### config.mk
export PLATFORM = sky130hd
export DESIGN_NAME = ppc_profile_position
export DESIGN_NICKNAME = d
export VERILOG_FILES = /design/src/hdl/ppc_pkg.sv /design/src/hdl/ppc_profile_position.sv /design/src/hdl/ppc_edge_detect.sv
export SDC_FILE = /design/constraint.sdc
export NUM_CORES = 1
export LEC_CHECK = 0
export ABC_CLOCK_PERIOD_IN_PS = 16100
export BUFFER_PORTS_ARGS = -buffer_cell sky130_fd_sc_hd__buf_2
export CAP_MARGIN = 20
export CORE_MARGIN = 8
export CORE_UTILIZATION = 44
export CTS_CLUSTER_SIZE = 28
export DETAILED_ROUTE_END_ITERATION = 8
export GPL_TIMING_DRIVEN = 1
export HOLD_SLACK_MARGIN = 0.1
export SYNTH_ARGS = -nofsm -noshare
export SYNTH_HDL_FRONTEND = slang
export SYNTH_SLANG_ARGS = --single-unit
### constraint.sdc
create_clock -name clk -period 16.1 [get_ports clk]
set_input_delay 0 -clock clk [delete_from_list [all_inputs] [get_ports clk]]
set_output_delay 0 -clock clk [all_outputs]
set_load 0.01 [all_outputs]
### src/hdl/ppc_pkg.sv
// Package for the profile-position command block: offsets, layouts, resets.
// Assumes a single control clock domain; register access is a plain word port.
package ppc_pkg;

	// Parameter addresses
	localparam logic [15:0] ADDR_HOMING_REQUIRED = 16'h062c;
	localparam logic [15:0] ADDR_TARGET_POSITION = 16'h1b1c;
	localparam logic [15:0] ADDR_SETPOINT_SPEED  = 16'h1b1e;
	localparam logic [15:0] ADDR_RELATIVE_BASE   = 16'h1b30;
	localparam logic [15:0] ADDR_ACCEL_RAMP      = 16'h1b40;
	localparam logic [15:0] ADDR_DECEL_RAMP      = 16'h1b42;
	localparam logic [15:0] ADDR_CONTROL_WORD    = 16'h1b50;
	localparam logic [15:0] ADDR_STATUS_WORD     = 16'h1b52;

	// Reset values and minimum setpoint speed
	localparam logic [15:0] RST_HOMING_REQUIRED = 16'h0000;
	localparam logic [31:0] RST_TARGET_POSITION = 32'h0000_0000;
	localparam logic [31:0] RST_SETPOINT_SPEED  = 32'h0000_003c;
	localparam logic [15:0] RST_RELATIVE_BASE   = 16'h0002;
	localparam logic [15:0] RST_CONTROL_WORD    = 16'h0000;
	localparam logic [31:0] RST_ACCEL_RAMP      = 32'h0000_0258;
	localparam logic [31:0] RST_DECEL_RAMP      = 32'h0000_0258;
	localparam logic [31:0] MIN_SETPOINT_SPEED  = 32'h0000_0001;

	// Relative base encodings
	localparam logic [15:0] REL_BASE_PREV_TARGET = 16'h0000;
	localparam logic [15:0] REL_BASE_ACTUAL_POS  = 16'h0002;

	// Control word fields
	localparam int CTL_NEW_SETPOINT = 4;
	localparam int CTL_IMMEDIATE    = 5;
	localparam int CTL_RELATIVE     = 6;

	// Status word fields
	localparam int STS_TARGET_REACHED = 10;
	localparam int STS_SETPOINT_ACK   = 12;
	localparam int STS_ERROR          = 13;
	localparam int STS_MOVE_END       = 14;
	localparam int STS_REF_OK         = 15;

	// One parameter set handed to the trajectory generator
	typedef struct packed {
		logic signed [31:0] target;
		logic [31:0]        speed;
		logic [31:0]        accel;
		logic [31:0]        decel;
	} ppc_set_t;

	typedef enum logic [2:0] {
		ST_IDLE    = 3'b001,
		ST_MOVING  = 3'b010,
		ST_PENDING = 3'b100
	} ppc_state_t;

endpackage : ppc_pkg

### src/hdl/ppc_profile_position.sv
// Profile-position command and status handling for a servo drive.
// Assumes a trajectory generator outside that reports done, halt and fault.
//
// Functional notes
// RL1 - Written parameters take effect with no confirmation
// RL2 - Moves start only when operation enabled
// RL3 - Control bit 6 picks absolute or relative
// RL4 - Master homes before first absolute move
// RL5 - Bit 4 rising starts or queues move
// RL6 - Bit 5 clear buffers set until target
// RL7 - Newer pending set replaces older one
// RL8 - Bit 5 set switches target immediately
// RL9 - Status bit 12 acknowledges accepted target
// RL10 - Bit 14 move ended, bit 13 error
// RL11 - Bit 10 set only on reached target
// RL12 - Bit 15 shows valid reference point
// RL13 - Relative base: previous target or actual
// RL14 - Option blocks absolute moves before homing
// RL15 - Setpoint speed unsigned, min one, clamped
// RL16 - Target signed 32-bit user units
// RL17 - Digital input may also start move
// RL18 - Start seen by comparing bit 4 history
`timescale 1ns/10ps
module ppc_profile_position (
	// Clock and reset
	input  wire logic              clk,
	input  wire logic              rst_n,
	// Parameter access port
	input  wire logic              reg_wr,
	input  wire logic [15:0]       reg_addr,
	input  wire logic [31:0]       reg_wdata,
	output logic [31:0]            reg_rdata,
	// Drive state and references
	input  wire logic              op_enabled,
	input  wire logic              homed,
	input  wire logic              start_input,
	input  wire logic              software_limit_on,
	input  wire logic signed [31:0] limit_pos_max,
	input  wire logic signed [31:0] limit_pos_min,
	input  wire logic [31:0]       profile_speed_limit,
	input  wire logic signed [31:0] actual_position,
	// Trajectory generator
	input  wire logic              move_done,
	input  wire logic              move_halted,
	input  wire logic              move_fault,
	output ppc_pkg::ppc_set_t      move_set,
	output logic                   move_load
);
	logic [15:0]        homing_required_option_q;
	logic [15:0]        relative_base_option_q;
	logic signed [31:0] move_target_position_q;
	logic [31:0]        move_setpoint_speed_q;
	logic [31:0]        accel_ramp_q;
	logic [31:0]        decel_ramp_q;
	logic [15:0]        drive_control_word_q;
	logic [15:0]        drive_status_word;
	ppc_pkg::ppc_state_t state_q;
	ppc_pkg::ppc_set_t  pend_q;
	ppc_pkg::ppc_set_t  cand;
	ppc_pkg::ppc_set_t  move_set_q;
	logic               move_load_q;
	logic signed [31:0] prev_target_q;
	logic               ack_q;
	logic               end_q;
	logic               reached_q;
	logic               err_q;
	logic               bit_rise;
	logic               start_rise;
	logic               start_req;
	logic               kill;
	logic               abs_blocked;
	logic               immediate;
	logic [31:0]        speed_eff;
	logic signed [31:0] base_pos;
	logic signed [31:0] tgt_raw;
	logic signed [31:0] tgt_eff;

	// Parameter writes act at once
	always_ff @(posedge clk) begin
		if (!rst_n) begin
			homing_required_option_q <= ppc_pkg::RST_HOMING_REQUIRED;
			relative_base_option_q   <= ppc_pkg::RST_RELATIVE_BASE;
			move_target_position_q   <= ppc_pkg::RST_TARGET_POSITION;
			move_setpoint_speed_q    <= ppc_pkg::RST_SETPOINT_SPEED;
			accel_ramp_q             <= ppc_pkg::RST_ACCEL_RAMP;
			decel_ramp_q             <= ppc_pkg::RST_DECEL_RAMP;
			drive_control_word_q     <= ppc_pkg::RST_CONTROL_WORD;
		end else if (reg_wr) begin // [RL1]
			case (reg_addr)
				ppc_pkg::ADDR_HOMING_REQUIRED: begin
					homing_required_option_q <= reg_wdata[15:0];
				end
				ppc_pkg::ADDR_RELATIVE_BASE: begin
					relative_base_option_q <= reg_wdata[15:0];
				end
				ppc_pkg::ADDR_TARGET_POSITION: begin
					move_target_position_q <= reg_wdata; // [RL16]
				end
				ppc_pkg::ADDR_SETPOINT_SPEED: begin
					if (reg_wdata >= ppc_pkg::MIN_SETPOINT_SPEED) begin // [RL15]
						move_setpoint_speed_q <= reg_wdata;
					end
				end
				ppc_pkg::ADDR_ACCEL_RAMP: begin
					accel_ramp_q <= reg_wdata;
				end
				ppc_pkg::ADDR_DECEL_RAMP: begin
					decel_ramp_q <= reg_wdata;
				end
				ppc_pkg::ADDR_CONTROL_WORD: begin
					drive_control_word_q <= reg_wdata[15:0];
				end
				default: begin
				end
			endcase
		end
	end

	// Start edge from control bit 4
	ppc_edge_detect u_edge (
		.clk   (clk),
		.rst_n (rst_n),
		.level (drive_control_word_q[ppc_pkg::CTL_NEW_SETPOINT]),
		.rise  (bit_rise)
	); // [RL5] [RL18]

	// Start from the configured digital input
	ppc_edge_detect u_edge_in (
		.clk   (clk),
		.rst_n (rst_n),
		.level (start_input),
		.rise  (start_rise)
	); // [RL17]

	assign immediate   = drive_control_word_q[ppc_pkg::CTL_IMMEDIATE];
	// Absolute moves before homing rejected when the option asks for it
	assign abs_blocked = ~drive_control_word_q[ppc_pkg::CTL_RELATIVE]
		& (homing_required_option_q != 16'h0000) & ~homed; // [RL14] [RL4]
	assign start_req   = (bit_rise | start_rise) & op_enabled & ~abs_blocked; // [RL2]
	// A running move is dropped on halt, fault or loss of operation enabled
	assign kill        = (state_q != ppc_pkg::ST_IDLE) & (!op_enabled | move_fault | move_halted);

	// Speed clamp to the profile limit
	assign speed_eff = (move_setpoint_speed_q > profile_speed_limit) ?
		profile_speed_limit : move_setpoint_speed_q; // [RL15]

	// Target resolution for absolute or relative moves
	always_comb begin
		base_pos = actual_position;
		if (relative_base_option_q == ppc_pkg::REL_BASE_PREV_TARGET) begin
			base_pos = prev_target_q; // [RL13]
		end else if (relative_base_option_q == ppc_pkg::REL_BASE_ACTUAL_POS) begin
			base_pos = actual_position; // [RL13]
		end
		if (drive_control_word_q[ppc_pkg::CTL_RELATIVE]) begin
			tgt_raw = base_pos + move_target_position_q; // [RL3]
		end else begin
			tgt_raw = move_target_position_q; // [RL3]
		end
		tgt_eff = tgt_raw;
		if (software_limit_on && tgt_raw > limit_pos_max) begin
			tgt_eff = limit_pos_max; // [RL16]
		end else if (software_limit_on && tgt_raw < limit_pos_min) begin
			tgt_eff = limit_pos_min; // [RL16]
		end
		cand.target = tgt_eff;
		cand.speed  = speed_eff;
		cand.accel  = accel_ramp_q;
		cand.decel  = decel_ramp_q;
	end

	// Move sequencing
	always_ff @(posedge clk) begin
		if (!rst_n) begin
			state_q     <= ppc_pkg::ST_IDLE;
			move_set_q  <= '0;
			move_load_q <= 1'b0;
		end else begin
			move_load_q <= 1'b0;
			case (state_q)
				ppc_pkg::ST_IDLE: begin
					if (start_req) begin
						move_set_q  <= cand;
						move_load_q <= 1'b1;
						state_q     <= ppc_pkg::ST_MOVING;
					end
				end
				ppc_pkg::ST_MOVING, ppc_pkg::ST_PENDING: begin
					if (kill) begin
						state_q <= ppc_pkg::ST_IDLE;
					end else if (start_req && (immediate || move_done)) begin
						// A start that meets the end of the move runs at once
						move_set_q  <= cand; // [RL8]
						move_load_q <= 1'b1;
						state_q     <= ppc_pkg::ST_MOVING;
					end else if (start_req) begin
						state_q <= ppc_pkg::ST_PENDING; // [RL6]
					end else if (move_done && state_q == ppc_pkg::ST_PENDING) begin
						move_set_q  <= pend_q; // [RL6]
						move_load_q <= 1'b1;
						state_q     <= ppc_pkg::ST_MOVING;
					end else if (move_done) begin
						state_q <= ppc_pkg::ST_IDLE;
					end
				end
				default: begin
					state_q <= ppc_pkg::ST_IDLE;
				end
			endcase
		end
	end

	// Buffered set, newest start wins while a move runs
	always_ff @(posedge clk) begin
		if (!rst_n) begin
			pend_q <= '0;
		end else if (start_req && !kill && !immediate && !move_done
			&& state_q != ppc_pkg::ST_IDLE) begin
			pend_q <= cand; // [RL6] [RL7]
		end
	end

	// Previous accepted target, base for relative moves
	always_ff @(posedge clk) begin
		if (!rst_n) begin
			prev_target_q <= ppc_pkg::RST_TARGET_POSITION;
		end else if (start_req && !kill) begin
			prev_target_q <= cand.target; // [RL13]
		end
	end

	// Setpoint acknowledge follows the accepted target
	always_ff @(posedge clk) begin
		if (!rst_n) begin
			ack_q <= 1'b0;
		end else if (start_req) begin
			ack_q <= 1'b1; // [RL9]
		end else if (!drive_control_word_q[ppc_pkg::CTL_NEW_SETPOINT]
			&& state_q != ppc_pkg::ST_PENDING) begin
			ack_q <= 1'b0; // [RL9]
		end
	end

	// Completion, reached and error flags
	always_ff @(posedge clk) begin
		if (!rst_n) begin
			end_q     <= 1'b1;
			reached_q <= 1'b0;
			err_q     <= 1'b0;
		end else begin
			if (move_fault) begin
				err_q <= 1'b1; // [RL10]
			end else if (start_req) begin
				err_q <= 1'b0;
			end
			if (kill) begin
				end_q     <= 1'b1; // [RL10]
				reached_q <= 1'b0; // [RL11]
			end else if (state_q == ppc_pkg::ST_MOVING && move_done && !start_req) begin
				end_q     <= 1'b1; // [RL10]
				reached_q <= 1'b1; // [RL11]
			end else if (start_req) begin
				end_q     <= 1'b0;
				reached_q <= 1'b0;
			end
		end
	end

	// Status word assembly
	always_comb begin
		drive_status_word = 16'h0000;
		drive_status_word[ppc_pkg::STS_TARGET_REACHED] = reached_q; // [RL11]
		drive_status_word[ppc_pkg::STS_SETPOINT_ACK]   = ack_q; // [RL9]
		drive_status_word[ppc_pkg::STS_ERROR]          = err_q; // [RL10]
		drive_status_word[ppc_pkg::STS_MOVE_END]       = end_q; // [RL10]
		drive_status_word[ppc_pkg::STS_REF_OK]         = homed; // [RL12]
	end

	// Registered read data
	always_ff @(posedge clk) begin
		if (!rst_n) begin
			reg_rdata <= 32'h0000_0000;
		end else begin
			case (reg_addr)
				ppc_pkg::ADDR_HOMING_REQUIRED: reg_rdata <= {16'h0000, homing_required_option_q};
				ppc_pkg::ADDR_RELATIVE_BASE:   reg_rdata <= {16'h0000, relative_base_option_q};
				ppc_pkg::ADDR_TARGET_POSITION: reg_rdata <= move_target_position_q;
				ppc_pkg::ADDR_SETPOINT_SPEED:  reg_rdata <= move_setpoint_speed_q;
				ppc_pkg::ADDR_ACCEL_RAMP:      reg_rdata <= accel_ramp_q;
				ppc_pkg::ADDR_DECEL_RAMP:      reg_rdata <= decel_ramp_q;
				ppc_pkg::ADDR_CONTROL_WORD:    reg_rdata <= {16'h0000, drive_control_word_q};
				ppc_pkg::ADDR_STATUS_WORD:     reg_rdata <= {16'h0000, drive_status_word};
				default:                       reg_rdata <= 32'h0000_0000;
			endcase
		end
	end

	assign move_set  = move_set_q;
	assign move_load = move_load_q;

endmodule : ppc_profile_position

### src/hdl/ppc_edge_detect.sv
// Rising-edge detector for the start request.
// Assumes the input is already synchronous to clk.
`timescale 1ns/10ps
module ppc_edge_detect (
	// Clock and reset
	input  wire logic clk,
	input  wire logic rst_n,
	// Level in, pulse out
	input  wire logic level,
	output logic      rise
);
	logic level_q;

	always_ff @(posedge clk) begin
		if (!rst_n) begin
			level_q <= 1'b0;
		end else begin
			level_q <= level;
		end
	end

	assign rise = level & ~level_q; // [RL18]

endmodule : ppc_edge_detect

==> metrics.log <==
[metrics] outcome: finished clean
[metrics] hold wc startpoint: profile_speed_limit[10]
[metrics] number of global-route vias before repair: 25,451
[metrics] clock transition time at the flip-flop clock pins of the worst setup and hold paths: 0.06 ns
[metrics] pin count of the biggest net entering global routing: 141
[metrics] number of buffers between clock root and the deepest sink: 3
[metrics] Maximum Capacitance Violations: 0
[metrics] hold path endpoint: move_set[74]
[metrics] worst supply voltage drop on vdd: 0.0880 mV
[metrics] TritonCTS clock tree: done
[metrics] mean instance size in the synthesized netlist: 7.94 µm²
[metrics] Hold Crit Class: in2reg
[metrics] Placed Instance Area: 27,700 µm²
[metrics] postcts setup bufs: 0
[metrics] kind of critical path: reg2reg
[metrics] remaining design rule violation count: 0
[metrics] cell area after layout: 31,500 µm²
[metrics] number of I/O pins: 347
[metrics] fill count: 5,369
[metrics] setup violation total in the final timing report: 0
[metrics] setup repair after global routing missed its margin: false
[metrics] top_reg_cell synth: dfxtp_1
[metrics] synthesized-area fraction occupied by and/or/nand/nor cells: 0.192
[metrics] insertion delay of the later-clocked pin in the worst-skew pair: 0.64 ns
[metrics] first-pass GRT wire length: 152,000 µm
[metrics] setup TNS after final layout: 0 ns
[metrics] fraction of registers with async set or reset after synthesis: 0
[metrics] total congestion overflow: 0
[metrics] GRT Total Usage: 0.286
[metrics] number of library cell types mapped by synthesis: 90
[metrics] proportion of layout cells with a drive suffix above 1: 0.158
[metrics] count of buffers inserted at the top-level ports: 346
[metrics] clock tree skew after final layout: 0.0325 ns
[metrics] antenna violations before repair: 4
[metrics] Fin. Hold Viols: 0
[metrics] full die area: 66,300 µm²
[metrics] area added between synthesis and finish: 22.8%
[metrics] Max Freq: 126 MHz
[metrics] first-pass detailed-route iteration total: 8
[metrics] dpl ws: 8.39 ns
[metrics] adder-cell share of the synthesized area: 0.0623
[metrics] post-synthesis cell area: 25,600 µm²
[metrics] post-DR vias/cell: 5.98
[metrics] via count of the routed design: 26,364
[metrics] total placed cells including tap cells: 4,126
[metrics] Core Box Area: 57,700 µm²
[metrics] final weighted congestion in routability-driven placement: 0.936
[metrics] Num CTS Buffers: 56
[metrics] fraction of the yosys area taken by sequential cells: 0.395
[metrics] initial cell density of the core: 0.444
[metrics] WP data arrival: 8.45 ns
[metrics] actual transition at the worst max-transition pin: 1.13 ns
[metrics] commonest non-fill, non-tap cells in the layout: nand2_1, dfxtp_1, buf_2
[metrics] worst reg2reg path startpoint: relative_base_option_q[12]
[metrics] Register-to-Register Path Depth: 24
[metrics] die height: 257 µm
[metrics] Critical Path End Type: flop
[metrics] cell depth of the worst hold path: 3
[metrics] power density normalized to cell area: 94.8 nW/µm²
[metrics] required time at the endpoint of the critical path: 16.59 ns
[metrics] combinational family with the most area after synthesis: compound AO/OA/AOI/OAI gates
[metrics] Net count, final: 3,907
[metrics] most common cell after layout, fill and taps aside: nand2_1
[metrics] FF-to-FF End: move_set[125]
[metrics] Clk Tree Root Cell: clkbuf_16
[metrics] power after layout: 0.00298 W
[metrics] worst-path fanout max: 43
[metrics] minimum setup slack among reg-to-reg paths: 8.14 ns
[metrics] part of the cycle the worst path needs: 0.494
[metrics] Worst setup SP type: flop
[metrics] DPL Wire Length: 70,300 µm
[metrics] count of flip-flops with a built-in enable after synthesis: 0
[metrics] Warnings, synthesis: 0
[metrics] parity-gate share of the synthesized area counting xor and xnor cells: 0.00786
[metrics] relative max-transition margin: 0.247
[metrics] highest routed layer: met5
[metrics] post-synthesis mux area share: 0.0404
[metrics] combined area of the multi-input logic cells: 14,200 µm²
[metrics] number of instances in the synthesized netlist: 3,229
[metrics] P_leak: 12.6 nW
[metrics] Die Width: 257 µm
[metrics] complex-gate fraction of the synthesized area: 0.245
[metrics] number of nets in the synthesized netlist: 3,542
[metrics] number of slew-limit violations in the final report: 0
[metrics] Final Instance Count excl. Fillers: 4,408
[metrics] Min Clock Period, post-route: 7.96 ns
[metrics] sequential cell area: 10,100 µm²
[metrics] floorplan row count: 88
[metrics] routed metal-1 wire length: 40,900 µm
[metrics] count of routing violations after the opening detailed-route iteration: 2,744
[metrics] WL met3: 8470 µm
[metrics] average wire per standard cell: 22.7 µm
[metrics] clock sink total: 506
[metrics] met2 WL post-DR: 46,300 µm
[metrics] setup slack of the critical path after layout: 8.14 ns
[metrics] CTS H-tree depth: 2
[metrics] total wirelength of the detailed-routed design: 100,000 µm
[metrics] Routed Antenna Nets: 0
[metrics] Synth Register Bits: 506
## how the worst max path moves through the flow
stage,slack [ns],to,cells after the start,from
after global routing,7.68,move_set[116],26,relative_base_option_q[12]
after detailed placement,8.39,move_set[127],21,relative_base_option_q[12]
after floorplan,10.35,prev_target_q[27],22,relative_base_option_q[4]
after global placement,8.50,move_set[127],21,relative_base_option_q[12]
after CTS,7.87,move_set[123],24,relative_base_option_q[12]
final,8.14,move_set[125],24,relative_base_option_q[12]
## per-layer routing
metal / up-vias / global-route usage
met5: - / 0
met2: 1255 / 0.471
li1: 12317 / -
met4: 2 / 0.117
met3: 246 / 0.0555
met1: 12544 / 0.366
## cell type report
| class | instances | area share |
|---|---|---|
| Clock inverter | 25 | 0.0120 |
| Timing Repair Buffer | 559 | 0.120 |
| Inverter | 111 | 0.0135 |
| Tap cell | 765 | 0.0304 |
| Multi-Input combinational cell | 2360 | 0.450 |
| Clock buffer | 80 | 0.0521 |
| Sequential cell | 506 | 0.322 |
| Antenna cell | 2 | 0.000159 |
## through the flow
stage	utilization	hold WS (ns)
after detailed placement	0.480	0.238
after global placement	0.480	0.230
after global routing	0.546	0.145
after floorplan	-	0.117
final	0.546	0.135
after CTS	0.545	0.115
## kinds of logic (layout without fill, tap and decap cells)
| group | count (synthesis) | after routing |
|---|---|---|
| flip-flops | 506 | 506 |
| adder cells (fa/ha/maj) | 127 | 127 |
| AND/OR/NAND/NOR | 1167 | 1167 |
| XOR/XNOR | 23 | 23 |
| other | 0 | 2 |
| multiplexers | 93 | 93 |
| AO/OA/AOI/OAI | 950 | 950 |
| buffers and inverters | 363 | 775 |
## worst max-delay path, cell delays in order, from the launching register on
cell and delay, ns:
dfxtp_1 0.32, nor4_1 0.51, nand4_1 0.20, buf_4 0.31, mux2_2 0.34, ha_1 0.32, a21oi_1 0.42, o21ai_0 0.17
a221oi_1 0.32, o31a_1 0.34, nor2_1 0.07, o311ai_0 0.54, buf_4 0.25, ha_1 0.24, a21o_1 0.18, a21oi_1 0.15
nor2_1 0.06, a2111oi_0 0.50, o2111ai_1 0.31, mux2i_4 0.20, buf_4 0.46, nand2_2 0.54, nor2_1 0.23, o31ai_1 0.10
dlygate4sd3_1 0.61
## cells in the mapped netlist (all sizes together), types with 7 or more instances
cell type | n | area (µm²)
mux2i | 40 | 425
o221ai | 8 | 76.3
clkbuf | 175 | 658
nor4 | 22 | 156
nand4 | 25 | 156
a21oi | 329 | 1650
xnor2 | 14 | 123
nand3 | 84 | 420
o31ai | 9 | 67.6
a311oi | 94 | 823
dfxtp | 506 | 10100
nor2b | 12 | 75.1
o22ai | 31 | 194
nand2 | 698 | 2650
and2 | 12 | 75.1
a211oi | 12 | 95.1
ha | 126 | 1580
a221o | 31 | 310
a222oi | 21 | 210
xor2 | 9 | 78.8
o21a | 11 | 82.6
and3 | 8 | 50.1
nand2b | 13 | 81.3
nor3 | 55 | 280
o2111ai | 7 | 61.3
o21bai | 7 | 52.6
inv | 111 | 417
a21o | 27 | 203
nor2 | 215 | 810
o41ai | 26 | 243
a211o | 10 | 87.6
buf | 77 | 397
a22oi | 61 | 458
o21ai | 137 | 689
o211ai | 29 | 223
mux2 | 52 | 589
a31oi | 58 | 363
## flip-flops by register name, summed over array words and instances, names as in the netlist
signal	cells
accel_ramp_q	32
ack_q	1
decel_ramp_q	32
drive_control_word_q	16
end_q	1
err_q	1
homing_required_option_q	16
move_load	1
move_set	128
move_setpoint_speed_q	32
move_target_position_q	32
pend_q	128
prev_target_q	32
reached_q	1
reg_rdata	32
relative_base_option_q	16
state_q	3
u_edge.level_q	1
u_edge_in.level_q	1
## report_power, final
| group | internal [W] | switching (W) |
|---|---|---|
| Sequential | 0.00128 | 0.0000184 |
| Combinational | 0.000109 | 0.000174 |
| Clock | 0.000840 | 0.000564 |
## repair_timing
action	CTS	global route
hold endpoints to repair	344	1
hold buffers	173	1
resized for setup	0	0
No activity file was read; power rests on OpenSTA's default activity.
